## config.mk

```make
export PLATFORM = sky130hd
export DESIGN_NAME = usr_top
export DESIGN_NICKNAME = d
export VERILOG_FILES = /design/src/usr_top.v
export VERILOG_INCLUDE_DIRS = /design/src
export SDC_FILE = /design/constraint.sdc
export NUM_CORES = 1
export LEC_CHECK = 0
export BUFFER_PORTS_ARGS = -buffer_cell sky130_fd_sc_hd__buf_4
export CORE_AREA = 3 3 125 127
export DETAILED_ROUTE_END_ITERATION = 7
export DIE_AREA = 0 0 128 130
export PLACE_DENSITY_LB_ADDON = 0.05
export SYNTH_ARGS = -nofsm -noshare
export SYNTH_HDL_FRONTEND = slang
export SYNTH_SLANG_ARGS = --single-unit
export TNS_END_PERCENT = 10
```

## constraint.sdc

```tcl
create_clock -name CLK_IN -period 8.9 [get_ports CLK_IN]
set_clock_uncertainty 0.15 [all_clocks]
set_input_delay 2.225 -clock CLK_IN [delete_from_list [all_inputs] [get_ports CLK_IN]]
set_output_delay 2.225 -clock CLK_IN [all_outputs]
set_load 0.01 [all_outputs]
```

## src/usr_consts.vh

```
// Purpose: constants of the serial transceiver register block
// Assumes: included by usr_top.v only
// Notes: register offsets are indexes; the byte address is four times the index
`ifndef USR_CONSTS_VH
`define USR_CONSTS_VH
// register indexes and their byte addresses
`define USR_IDX_STAT_A 8'hC0
`define USR_IDX_CTRL_B 8'hC1
`define USR_IDX_FRAME 8'hC2
`define USR_IDX_BAUD 8'hC4
`define USR_IDX_DATA 8'hC6
`define USR_BYTE_ADDR(i) {2'h0, (i), 2'h0}
`define USR_ADDR_W 12
// reset values
`define USR_RST_STAT_A 8'h20
`define USR_RST_CTRL_B 8'h00
`define USR_RST_FRAME 8'h06
`define USR_RST_BAUD 12'h000
// status a fields
`define USR_A_RXC 7
`define USR_A_TXC 6
`define USR_A_UDRE 5
`define USR_A_FE 4
`define USR_A_DOR 3
`define USR_A_UPE 2
`define USR_A_U2X 1
`define USR_A_MPCM 0
// control b fields
`define USR_B_RXCIE 7
`define USR_B_TXCIE 6
`define USR_B_UDRIE 5
`define USR_B_RXEN 4
`define USR_B_TXEN 3
`define USR_B_SZ2 2
`define USR_B_RXB8 1
`define USR_B_TXB8 0
// frame control fields
`define USR_C_MODE_HI 7
`define USR_C_MODE_LO 6
`define USR_C_PAR_HI 5
`define USR_C_PAR_LO 4
`define USR_C_SBS 3
`define USR_C_SZ1 2
`define USR_C_SZ0 1
`define USR_C_POL 0
// modes, parity codes and character size codes
`define USR_MODE_ASYNC 2'h0
`define USR_MODE_SYNC 2'h1
`define USR_MODE_SPI 2'h3
`define USR_PAR_ODD 2'h3
`define USR_SZ_NINE 3'h7
// oversampling divisors
`define USR_OVS_NORMAL 5'h10
`define USR_OVS_DOUBLE 5'h08
// bus answers
`define USR_RESP_OKAY 2'h0
`define USR_RESP_SLVERR 2'h2
`endif

```

## src/usr_top.v

```verilog
// Purpose: register interface and serial engine of a uart/usart transceiver
// Assumes: one clock, AXI4-Lite register access, line inputs are asynchronous
// Notes: master spi mode only disables its reserved fields; its timing is not built
// What this block does
// one data location: writes transmit, reads receive
// short characters: high bits ignored, read zero
// data write ignored while buffer not empty
// buffered data moves into empty shifter, sent
// two-entry receive fifo advances on data read
// receive done tracks unread data; off flushes
// transmit done on idle; cleared by service/write-one
// buffer-empty flag set when writable, after reset
// frame error reports head character stop bit
// overrun: fifo full, char waiting, new start
// parity error if checked and mismatched
// software writes zero to error bits
// double speed divides by eight, async only
// multidrop drops frames without address information
// interrupt needs own enable, global, flag
// receiver owns pin; off clears errors, fifo
// transmitter off waits for empty shifter, buffer
// software reads ninth bit before low bits
// software writes ninth bit before low bits
// mode field: async, sync, reserved, spi
// spi mode disables error, speed, ninth fields
// frame control resets to 0x06
// size codes five to eight, nine
// parity field: off, reserved, even, odd
// stop select sets transmitted stop bits
// sync polarity picks change and sample edges
// error flags and ninth bit stored per entry
//
// Register access over AXI4-Lite was decided locally.
`include "usr_consts.vh"
`timescale 1ns/1ps
`default_nettype none
module usr_top (
	// clock and reset
	input wire CLK_IN,
	input wire NRST_IN,
	// axi4-lite write channels
	input wire [`USR_ADDR_W-1:0] S_AXI_AWADDR_IN,
	input wire S_AXI_AWVALID_IN,
	output wire S_AXI_AWREADY_OUT,
	input wire [31:0] S_AXI_WDATA_IN,
	input wire [3:0] S_AXI_WSTRB_IN,
	input wire S_AXI_WVALID_IN,
	output wire S_AXI_WREADY_OUT,
	output reg [1:0] S_AXI_BRESP_OUT,
	output reg S_AXI_BVALID_OUT,
	input wire S_AXI_BREADY_IN,
	// axi4-lite read channels
	input wire [`USR_ADDR_W-1:0] S_AXI_ARADDR_IN,
	input wire S_AXI_ARVALID_IN,
	output wire S_AXI_ARREADY_OUT,
	output reg [31:0] S_AXI_RDATA_OUT,
	output reg [1:0] S_AXI_RRESP_OUT,
	output reg S_AXI_RVALID_OUT,
	input wire S_AXI_RREADY_IN,
	// cpu side interrupt handshake
	input wire GLOBAL_IRQ_EN_IN,
	input wire TX_DONE_SERVICED_IN,
	output wire RX_DONE_IRQ_OUT,
	output wire TX_DONE_IRQ_OUT,
	output wire TX_EMPTY_IRQ_OUT,
	// line pins
	input wire RX_LINE_IN,
	output reg TX_LINE_OUT,
	output wire TX_LINE_OE_OUT,
	output wire RX_LINE_OWN_OUT,
	output reg SYNC_CLOCK_PIN_OUT,
	output wire SYNC_CLOCK_PIN_OE_OUT
);
	// state codes of the receiver
	localparam RX_IDLE = 2'h0;
	localparam RX_START = 2'h1;
	localparam RX_BITS = 2'h2;
	// decode by register index so that no address bit is shifted out of the compare
	localparam [7:0] A_ADDR = `USR_IDX_STAT_A;
	localparam [7:0] B_ADDR = `USR_IDX_CTRL_B;
	localparam [7:0] C_ADDR = `USR_IDX_FRAME;
	localparam [7:0] BAUD_ADDR = `USR_IDX_BAUD;
	localparam [7:0] DATA_ADDR = `USR_IDX_DATA;
	localparam [7:0] RST_A = `USR_RST_STAT_A;

	// software visible state
	reg txc_r, u2x_r, mpcm_r;
	reg [7:0] ctrl_b_r;
	reg [7:0] frame_r;
	reg [11:0] baud_r;
	// transmit side
	reg [8:0] tx_hold_buffer_r;
	reg tx_hold_full_r, tx_busy_r, txen_act_r;
	reg [12:0] tx_sr_r;
	reg [3:0] tx_left_r;
	reg [4:0] tx_div_r;
	// receive side: fifo entry is {dor, pe, fe, ninth, data}
	reg [11:0] rx_hold_buffer_r [0:1];
	reg [1:0] rx_cnt_r;
	reg [11:0] rx_pend_r;
	reg rx_pend_full_r;
	reg [1:0] rx_st_r;
	reg [4:0] rx_div_r;
	reg [3:0] rx_idx_r;
	reg [10:0] rx_sr_r;
	reg rx_m_r, rx_s_r;
	// baud generator and sync clock
	reg [11:0] brg_r;
	reg xck_r;

	// decoded frame settings; spi mode forces its reserved fields off
	wire [1:0] mode = frame_r[`USR_C_MODE_HI:`USR_C_MODE_LO];
	wire spi = (mode == `USR_MODE_SPI);
	wire sync_m = (mode == `USR_MODE_SYNC) | spi;
	wire [2:0] sz = {ctrl_b_r[`USR_B_SZ2] & ~spi, frame_r[`USR_C_SZ1], frame_r[`USR_C_SZ0]};
	wire nine = (sz == `USR_SZ_NINE);
	// reserved size codes fall back to eight bits
	wire [3:0] nbits = nine ? 4'h9 : (sz[2] ? 4'h8 : {2'h0, sz[1:0]} + 4'h5);
	wire pen = frame_r[`USR_C_PAR_HI] & ~spi;
	wire podd = (frame_r[`USR_C_PAR_HI:`USR_C_PAR_LO] == `USR_PAR_ODD);
	wire two_stop = frame_r[`USR_C_SBS] & ~spi;
	wire [4:0] ovs = (u2x_r & ~sync_m) ? `USR_OVS_DOUBLE : `USR_OVS_NORMAL;
	wire rxen = ctrl_b_r[`USR_B_RXEN];
	wire [8:0] mask = ~(9'h1FF << nbits);
	wire [11:0] head = rx_hold_buffer_r[0];
	wire rxc = (rx_cnt_r != 2'h0);
	wire udre = ~tx_hold_full_r;

	// baud ticks; sync mode uses both edges of the generated clock
	wire tick = (brg_r == 12'h000);
	wire tx_edge = tick & (xck_r == frame_r[`USR_C_POL]);
	wire rx_edge = tick & (xck_r != frame_r[`USR_C_POL]);
	wire tx_step = sync_m ? tx_edge : (tick & (tx_div_r == 5'h00));

	// bus handshake: address and data are taken together
	wire wr_go = S_AXI_AWVALID_IN & S_AXI_WVALID_IN & ~S_AXI_BVALID_OUT;
	wire rd_go = S_AXI_ARVALID_IN & ~S_AXI_RVALID_OUT;
	wire [7:0] waddr = S_AXI_AWADDR_IN[9:2];
	wire [7:0] raddr = S_AXI_ARADDR_IN[9:2];
	wire wr_hi_ok = (S_AXI_AWADDR_IN[`USR_ADDR_W-1:10] == 2'h0);
	wire rd_hi_ok = (S_AXI_ARADDR_IN[`USR_ADDR_W-1:10] == 2'h0);
	wire wr_en = wr_go & S_AXI_WSTRB_IN[0] & wr_hi_ok;
	wire [7:0] wd = S_AXI_WDATA_IN[7:0];
	wire wr_a = wr_en & (waddr == A_ADDR);
	wire wr_data = wr_en & (waddr == DATA_ADDR);
	wire rd_data = rd_go & rd_hi_ok & (raddr == DATA_ADDR);
	assign S_AXI_AWREADY_OUT = wr_go;
	assign S_AXI_WREADY_OUT = wr_go;
	assign S_AXI_ARREADY_OUT = rd_go;

	// interrupt requests
	assign RX_DONE_IRQ_OUT = ctrl_b_r[`USR_B_RXCIE] & GLOBAL_IRQ_EN_IN & rxc;
	assign TX_DONE_IRQ_OUT = ctrl_b_r[`USR_B_TXCIE] & GLOBAL_IRQ_EN_IN & txc_r;
	assign TX_EMPTY_IRQ_OUT = ctrl_b_r[`USR_B_UDRIE] & GLOBAL_IRQ_EN_IN & udre;
	// pin ownership
	assign RX_LINE_OWN_OUT = rxen;
	assign TX_LINE_OE_OUT = txen_act_r;
	assign SYNC_CLOCK_PIN_OE_OUT = sync_m & txen_act_r;

	// status register a as read: error bits come from the fifo head
	wire [7:0] stat_a = {rxc, txc_r, udre, head[9] & rxc & ~spi, head[11] & rxc & ~spi,
		head[10] & rxc & ~spi, u2x_r, mpcm_r};

	// write path and bus responses
	always @(posedge CLK_IN or negedge NRST_IN) begin
		if (!NRST_IN) begin
			S_AXI_BVALID_OUT <= 1'b0;
			S_AXI_BRESP_OUT <= `USR_RESP_OKAY;
			u2x_r <= RST_A[`USR_A_U2X];
			mpcm_r <= 1'b0;
			ctrl_b_r <= `USR_RST_CTRL_B;
			frame_r <= `USR_RST_FRAME;
			baud_r <= `USR_RST_BAUD;
		end else begin
			if (wr_go) begin
				S_AXI_BVALID_OUT <= 1'b1;
				S_AXI_BRESP_OUT <= (wr_hi_ok & (waddr == A_ADDR | waddr == B_ADDR |
					waddr == C_ADDR | waddr == BAUD_ADDR | waddr == DATA_ADDR)) ?
					`USR_RESP_OKAY : `USR_RESP_SLVERR;
			end else if (S_AXI_BREADY_IN) begin
				S_AXI_BVALID_OUT <= 1'b0;
			end
			// error bits in a write are ignored, software is expected to send zero
			if (wr_a) begin
				u2x_r <= wd[`USR_A_U2X];
				mpcm_r <= wd[`USR_A_MPCM];
			end
			// received ninth bit is read only
			if (wr_en & (waddr == B_ADDR))
				ctrl_b_r <= {wd[7:2], 1'b0, wd[`USR_B_TXB8]};
			if (wr_en & (waddr == C_ADDR))
				frame_r <= wd;
			if (wr_en & (waddr == BAUD_ADDR))
				baud_r <= S_AXI_WSTRB_IN[1] ? S_AXI_WDATA_IN[11:0] : {baud_r[11:8], wd};
		end
	end

	// read path; reading the data location pops the fifo
	always @(posedge CLK_IN or negedge NRST_IN) begin
		if (!NRST_IN) begin
			S_AXI_RVALID_OUT <= 1'b0;
			S_AXI_RDATA_OUT <= 32'h00000000;
			S_AXI_RRESP_OUT <= `USR_RESP_OKAY;
		end else if (rd_go) begin
			S_AXI_RVALID_OUT <= 1'b1;
			S_AXI_RRESP_OUT <= `USR_RESP_OKAY;
			if (!rd_hi_ok)
				S_AXI_RRESP_OUT <= `USR_RESP_SLVERR;
			case (raddr)
				A_ADDR: S_AXI_RDATA_OUT <= {24'h000000, stat_a};
				B_ADDR: S_AXI_RDATA_OUT <= {24'h000000, ctrl_b_r[7:2],
					head[8] & rxc & ~spi, ctrl_b_r[0]};
				C_ADDR: S_AXI_RDATA_OUT <= {24'h000000, frame_r};
				BAUD_ADDR: S_AXI_RDATA_OUT <= {20'h00000, baud_r};
				DATA_ADDR: S_AXI_RDATA_OUT <= {24'h000000, head[7:0] & mask[7:0]};
				default: begin
					S_AXI_RDATA_OUT <= 32'h00000000;
					S_AXI_RRESP_OUT <= `USR_RESP_SLVERR;
				end
			endcase
		end else if (S_AXI_RREADY_IN) begin
			S_AXI_RVALID_OUT <= 1'b0;
		end
	end

	// baud generator and synchronous clock output
	always @(posedge CLK_IN or negedge NRST_IN) begin
		if (!NRST_IN) begin
			brg_r <= 12'h000;
			xck_r <= 1'b0;
			SYNC_CLOCK_PIN_OUT <= 1'b0;
		end else begin
			brg_r <= tick ? baud_r : brg_r - 12'h001;
			if (tick)
				xck_r <= ~xck_r;
			SYNC_CLOCK_PIN_OUT <= sync_m & xck_r;
		end
	end

	// transmit frame image: start, data lsb first, parity, stop bits as ones
	reg [12:0] tx_img;
	reg tx_par;
	integer i;
	always @* begin
		tx_img = 13'h1FFE;
		tx_par = podd;
		for (i = 0; i < 9; i = i + 1) begin
			if (i < nbits) begin
				tx_img[i + 1] = tx_hold_buffer_r[i];
				tx_par = tx_par ^ tx_hold_buffer_r[i];
			end else if (i == nbits) begin
				tx_img[i + 1] = pen ? tx_par : 1'b1;
			end
		end
		// nine data bits put parity past the loop's reach; other sizes keep stop ones
		if (nbits == 4'h9)
			tx_img[10] = pen ? tx_par : 1'b1;
	end

	// transmitter: hold buffer, shifter, done flag and enable hand-back
	wire load = tx_hold_full_r & ~tx_busy_r & ctrl_b_r[`USR_B_TXEN];
	wire [3:0] tx_len = nbits + {3'h0, pen} + {3'h0, two_stop} + 4'h2;
	always @(posedge CLK_IN or negedge NRST_IN) begin
		if (!NRST_IN) begin
			tx_hold_buffer_r <= 9'h000;
			tx_hold_full_r <= 1'b0;
			tx_busy_r <= 1'b0;
			tx_sr_r <= 13'h1FFF;
			tx_left_r <= 4'h0;
			tx_div_r <= 5'h00;
			txen_act_r <= 1'b0;
			txc_r <= 1'b0;
			TX_LINE_OUT <= 1'b1;
		end else begin
			// a write while the buffer is full leaves it untouched
			if (wr_data & udre) begin
				tx_hold_buffer_r <= {ctrl_b_r[`USR_B_TXB8] & ~spi, wd};
				tx_hold_full_r <= 1'b1;
			end else if (load) begin
				tx_hold_full_r <= 1'b0;
			end
			if (tick)
				tx_div_r <= (tx_div_r == 5'h00) ? ovs - 5'h01 : tx_div_r - 5'h01;
			if (load) begin
				tx_busy_r <= 1'b1;
				tx_sr_r <= tx_img;
				tx_left_r <= tx_len;
			end else if (tx_busy_r & tx_step) begin
				TX_LINE_OUT <= tx_sr_r[0];
				tx_sr_r <= {1'b1, tx_sr_r[12:1]};
				tx_left_r <= tx_left_r - 4'h1;
				if (tx_left_r == 4'h0)
					tx_busy_r <= 1'b0;
			end else if (!tx_busy_r) begin
				TX_LINE_OUT <= 1'b1;
			end
			// done flag: hardware set wins over service and write-one clear
			if (tx_busy_r & tx_step & (tx_left_r == 4'h0) & ~tx_hold_full_r)
				txc_r <= 1'b1;
			else if (TX_DONE_SERVICED_IN | (wr_a & wd[`USR_A_TXC]))
				txc_r <= 1'b0;
			// disabling waits until shifter and buffer are both empty
			if (ctrl_b_r[`USR_B_TXEN])
				txen_act_r <= 1'b1;
			else if (~tx_busy_r & ~tx_hold_full_r)
				txen_act_r <= 1'b0;
		end
	end

	// two-flop synchroniser on the receive pin
	always @(posedge CLK_IN or negedge NRST_IN) begin
		if (!NRST_IN) begin
			rx_m_r <= 1'b1;
			rx_s_r <= 1'b1;
		end else begin
			rx_m_r <= RX_LINE_IN;
			rx_s_r <= rx_m_r;
		end
	end

	// completed character, assembled from the receive shifter
	wire rx_strobe = sync_m ? rx_edge : (tick & (rx_div_r == 5'h00));
	wire [3:0] rx_len = nbits + {3'h0, pen} + 4'h1;
	wire rx_done = (rx_st_r == RX_BITS) & rx_strobe & (rx_idx_r == rx_len - 4'h1);
	wire [10:0] rx_full = rx_sr_r | ({10'h000, rx_s_r} << rx_idx_r);
	wire [8:0] rx_dat = rx_full[8:0] & mask;
	wire rx_pbit = rx_full[nbits];
	wire rx_stop = rx_full[rx_len - 4'h1];
	wire rx_pe = pen & (^rx_dat ^ podd ^ rx_pbit);
	// address information is the ninth bit, or the top data bit otherwise
	wire rx_addr = nine ? rx_dat[8] : rx_dat[nbits - 4'h1];
	wire rx_keep = ~(mpcm_r & ~spi) | rx_addr;
	wire [11:0] rx_ent = {1'b0, rx_pe, ~rx_stop, rx_dat};
	wire pop = rd_data & rxc;
	wire push_new = rx_done & rx_keep;
	// overrun: fifo full, character waiting, new start seen
	// uses the same start test as the receiver, else the start is missed
	wire rx_start_seen = sync_m ? (rx_strobe & ~rx_s_r) : (tick & ~rx_s_r);
	wire ovr = (rx_st_r == RX_IDLE) & rx_start_seen & rx_pend_full_r &
		(rx_cnt_r == 2'h2) & ~pop;

	// receiver: start detect, bit sampling, pending slot and fifo
	always @(posedge CLK_IN or negedge NRST_IN) begin
		if (!NRST_IN) begin
			rx_st_r <= RX_IDLE;
			rx_div_r <= 5'h00;
			rx_idx_r <= 4'h0;
			rx_sr_r <= 11'h000;
			rx_cnt_r <= 2'h0;
			rx_pend_r <= 12'h000;
			rx_pend_full_r <= 1'b0;
			rx_hold_buffer_r[0] <= 12'h000;
			rx_hold_buffer_r[1] <= 12'h000;
		end else if (!rxen) begin
			// switching off flushes data and error flags
			rx_st_r <= RX_IDLE;
			rx_cnt_r <= 2'h0;
			rx_pend_full_r <= 1'b0;
		end else begin
			if (tick)
				rx_div_r <= (rx_div_r == 5'h00) ? ovs - 5'h01 : rx_div_r - 5'h01;
			case (rx_st_r)
				RX_IDLE: begin
					if (rx_start_seen) begin
						rx_st_r <= sync_m ? RX_BITS : RX_START;
						rx_div_r <= (ovs >> 1) - 5'h01;
						rx_idx_r <= 4'h0;
						rx_sr_r <= 11'h000;
					end
				end
				RX_START: begin
					// a start bit gone high at mid point was a glitch
					if (rx_strobe)
						rx_st_r <= rx_s_r ? RX_IDLE : RX_BITS;
				end
				RX_BITS: begin
					if (rx_strobe) begin
						rx_sr_r <= rx_full;
						rx_idx_r <= rx_idx_r + 4'h1;
						if (rx_done)
							rx_st_r <= RX_IDLE;
					end
				end
				default: rx_st_r <= RX_IDLE;
			endcase
			if (ovr)
				rx_pend_r[11] <= 1'b1;
			// fifo update: pop first, then pending slot, then new character
			case ({pop, rx_pend_full_r, push_new})
				3'b100, 3'b101: begin
					rx_hold_buffer_r[0] <= rx_hold_buffer_r[1];
					if (push_new & (rx_cnt_r == 2'h2))
						rx_hold_buffer_r[1] <= rx_ent;
					else if (push_new)
						rx_hold_buffer_r[0] <= rx_ent;
					rx_cnt_r <= rx_cnt_r - 2'h1 + {1'b0, push_new};
				end
				3'b110, 3'b111: begin
					rx_hold_buffer_r[0] <= rx_hold_buffer_r[1];
					rx_hold_buffer_r[1] <= rx_pend_r;
					rx_pend_full_r <= push_new;
					rx_pend_r <= rx_ent;
				end
				3'b001, 3'b011: begin
					if (rx_cnt_r == 2'h2) begin
						// a second waiting character is lost
						rx_pend_full_r <= 1'b1;
						if (!rx_pend_full_r)
							rx_pend_r <= rx_ent;
					end else begin
						rx_hold_buffer_r[rx_cnt_r[0]] <= rx_ent;
						rx_cnt_r <= rx_cnt_r + 2'h1;
					end
				end
				default: rx_cnt_r <= rx_cnt_r;
			endcase
		end
	end
endmodule
`default_nettype wire

```

==> reports/results.ini <==
[floorplanning]
dieArea_um2 = 16640
ios = 119
num_rows = 44
die_w_um = 128
start_util = 0.5994
die_h_um = 130
core_um2 = 14530

[layout]
antenna_cells = 0
area_growth_pct = 12.14
final_common_cell = dfrtp_1
layout_common_cells = dfrtp_1 (140), nand2_1 (113), buf_4 (72), nor2_1 (70), a21oi_1 (61)
layout.cells.non_filler = 1168
fillers = 1126
layout.nets = 1061
drive_gt1_frac = 0.1829

[route]
detail_route.wl_per_cell_um = 19.17
drc = 0
via_per_inst = 6.068
finalWirelength_mm = 22.39
drt_iter0_markers = 676
first_pass_iters = 6
via_count = 7087
ant_nets = 0

[clock_tree]
cts_buffers = 17
tritoncts = yes
cts_hold_buf = 0
clock_latency_ns = 0.42
clk_pin_slew_ns = 0.06
clock_sinks = 156
cts_resized = 0
root_buffer = clkbuf_16
cts_buffer_depth = 2
htree_levels = 4
postCtsSetupBuffers = 0

[flow_run]
cap_viol_max_count = 0

[min_path]
min_path_type = flop to flop
hold_path.startpoint = rx_m_r

[worst_setup_path]
path_class = input port to output pin
path_cells = buf_4, nand2_1, inv_1, buf_4
end_kind = output pin
crit_arrival_ns = 3.11
crit_family = buffers and inverters
cp_common_cell = buf_4
start_kind = input port
critPathSlowestCell = inv_1
cp_num_buf_inv = 3
cp-startpoint = S_AXI_ARVALID_IN
slowest_delay_ns = 0.29
cp_data_required_time_ns = 6.53
reg2reg_from = frame_r[6]
cp_max_fo = 14

[timing]
fmax_ghz = 0.1822
finalSetupTns_ns = 0
rsz0062_at_grt = no
period_share = 0.6166
relSlewSlack = 0.1491
fin_crit_ns = 5.488
worst_pin_slew_ns = 1.265
hold_viol_final = 0
finalSetupViolations = 0
slew_viol_final = 0

[logic_synthesis]
syn_area_per_cell_um2 = 9.459
synth_edf_count = 0
synth_cell_types = 77
synth_area_um2 = 8712
async_flop_share = 1.000
ys_warn_count = 0
ys_seq_elements = 156
synthCells = 921
synth-main-ff-cell = dfrtp_1
seq_area_frac_synth = 0.4504

[grt]
grt.total_usage = 0.2774
grt_pass1_wl_mm = 36.18
grt_pass1_vias = 6872
antenna_found_initial = 0
grt_max_degree = 82
grt.overflow.total = 0

[pwr]
ir_worst_vdd_mv = 0.1328
leakagePower_nw = 4.527
power-per-cell-area_nw_per_um2 = 170.0

[placement]
port_buffers = 70
placedCellCount = 1136
dpl.hpwl_mm = 16.45
place_congestion = 0.9490

[status]
status = finished, final reports clean

flip-flops by register name, summed over array words and instances, names as in the netlist, 9 cells and up:
signal	count
baud_r	12
rx_hold_buffer_r	12
tx_sr_r	11
brg_r	12
rx_pend_r	12
S_AXI_RDATA_OUT	12
tx_hold_buffer_r	9
head	12
rx_sr_r	11
power by group:
| part | switching (mW) | internal (mW) |
|---|---|---|
| Clock | 0.275 | 0.385 |
| Sequential | 0.0504 | 0.763 |
| Combinational | 0.104 | 0.0829 |
final cells by class:
class	instances	area, um^2	share of cell area
clock buffers	25	496.7	0.05085
clock inverters	7	40.04	0.004098
inverters	43	161.4	0.01652
multi-input cells	680	4365	0.4468
flip-flops and latches	156	3924	0.4016
well taps	184	230.2	0.02357
repair buffers	73	551.8	0.05648
cell usage after synthesis (7+ instances only):
| library cell | instances | area, um^2 |
|---|---|---|
| a22o_1 | 14 | 122.6 |
| nor3_1 | 20 | 100.1 |
| mux2_4 | 9 | 135.1 |
| mux2i_1 | 14 | 140.1 |
| mux2_2 | 35 | 394.1 |
| nor4_1 | 10 | 62.56 |
| and3_1 | 9 | 56.30 |
| dfstp_2 | 16 | 420.4 |
| o21ai_0 | 59 | 295.3 |
| nor2b_1 | 7 | 43.79 |
| a31oi_1 | 17 | 106.4 |
| nand2b_1 | 7 | 43.79 |
| xor2_1 | 7 | 61.31 |
| dfrtp_1 | 140 | 3503 |
| a21o_1 | 7 | 52.55 |
| a221oi_1 | 9 | 78.83 |
| buf_4 | 23 | 172.7 |
| xnor2_1 | 32 | 280.3 |
| inv_1 | 41 | 153.9 |
| nor2_1 | 70 | 262.8 |
| a21oi_1 | 61 | 305.3 |
| nand2_1 | 113 | 424.2 |
| nand3_1 | 34 | 170.2 |
| ha_1 | 20 | 250.2 |
| o31ai_1 | 7 | 52.55 |
| clkbuf_1 | 36 | 135.1 |
| and2_1 | 9 | 56.30 |
cell families after synthesis:
group,Yosys count,synth area share
muxes,62,0.08617
and+or+nand+nor,323,0.1838
AOI/OAI and AO/OA,214,0.1537
xor gates and xnor gates,39,0.03921
other,1,0.0004304
DFF,156,0.4504
adders and majority gates,20,0.02872
buffers and inverters,106,0.05759
through the flow:
step | setup WS (ns) | power (mW) | hold slack (ns) | util | instance area [um^2]
floorplan | 3.651 | 0.9344 | 0.1952 | - | 8791
global placement | 3.429 | 0.9975 | 0.1976 | 0.6352 | 9233
detailed placement | 3.420 | 1.011 | 0.1970 | 0.6352 | 9233
CTS | 3.415 | 1.672 | 0.2058 | 0.6722 | 9769
global route | 3.100 | 1.731 | 0.2089 | 0.6722 | 9769
finish | 3.412 | 1.661 | 0.2054 | 0.6722 | 9769
metal layers:
layer | GRT usage | part of all wire | up-vias
met5 | 0 | 0 | -
met4 | 0.08926 | 0.024 | 0
met3 | 0.05976 | 0.065 | 41
met2 | 0.4418 | 0.47 | 274
met1 | 0.3830 | 0.44 | 3461
li1 | - | - | 3311
worst paths after layout:
kind                                      to  slack (ns)  cells past startpoint
setup reg to reg                 rx_cnt_r[0]        3.47                     14
hold reg to reg                       rx_s_r        0.21                      0
hold / removal                        rx_s_r        0.21                      0
max in group asynchronous       rx_pend_r[1]        5.45                      2
setup / recovery           S_AXI_ARREADY_OUT        3.41                      4
min in group asynchronous           brg_r[4]        1.67                      1
(Power assumes the default switching activity.)
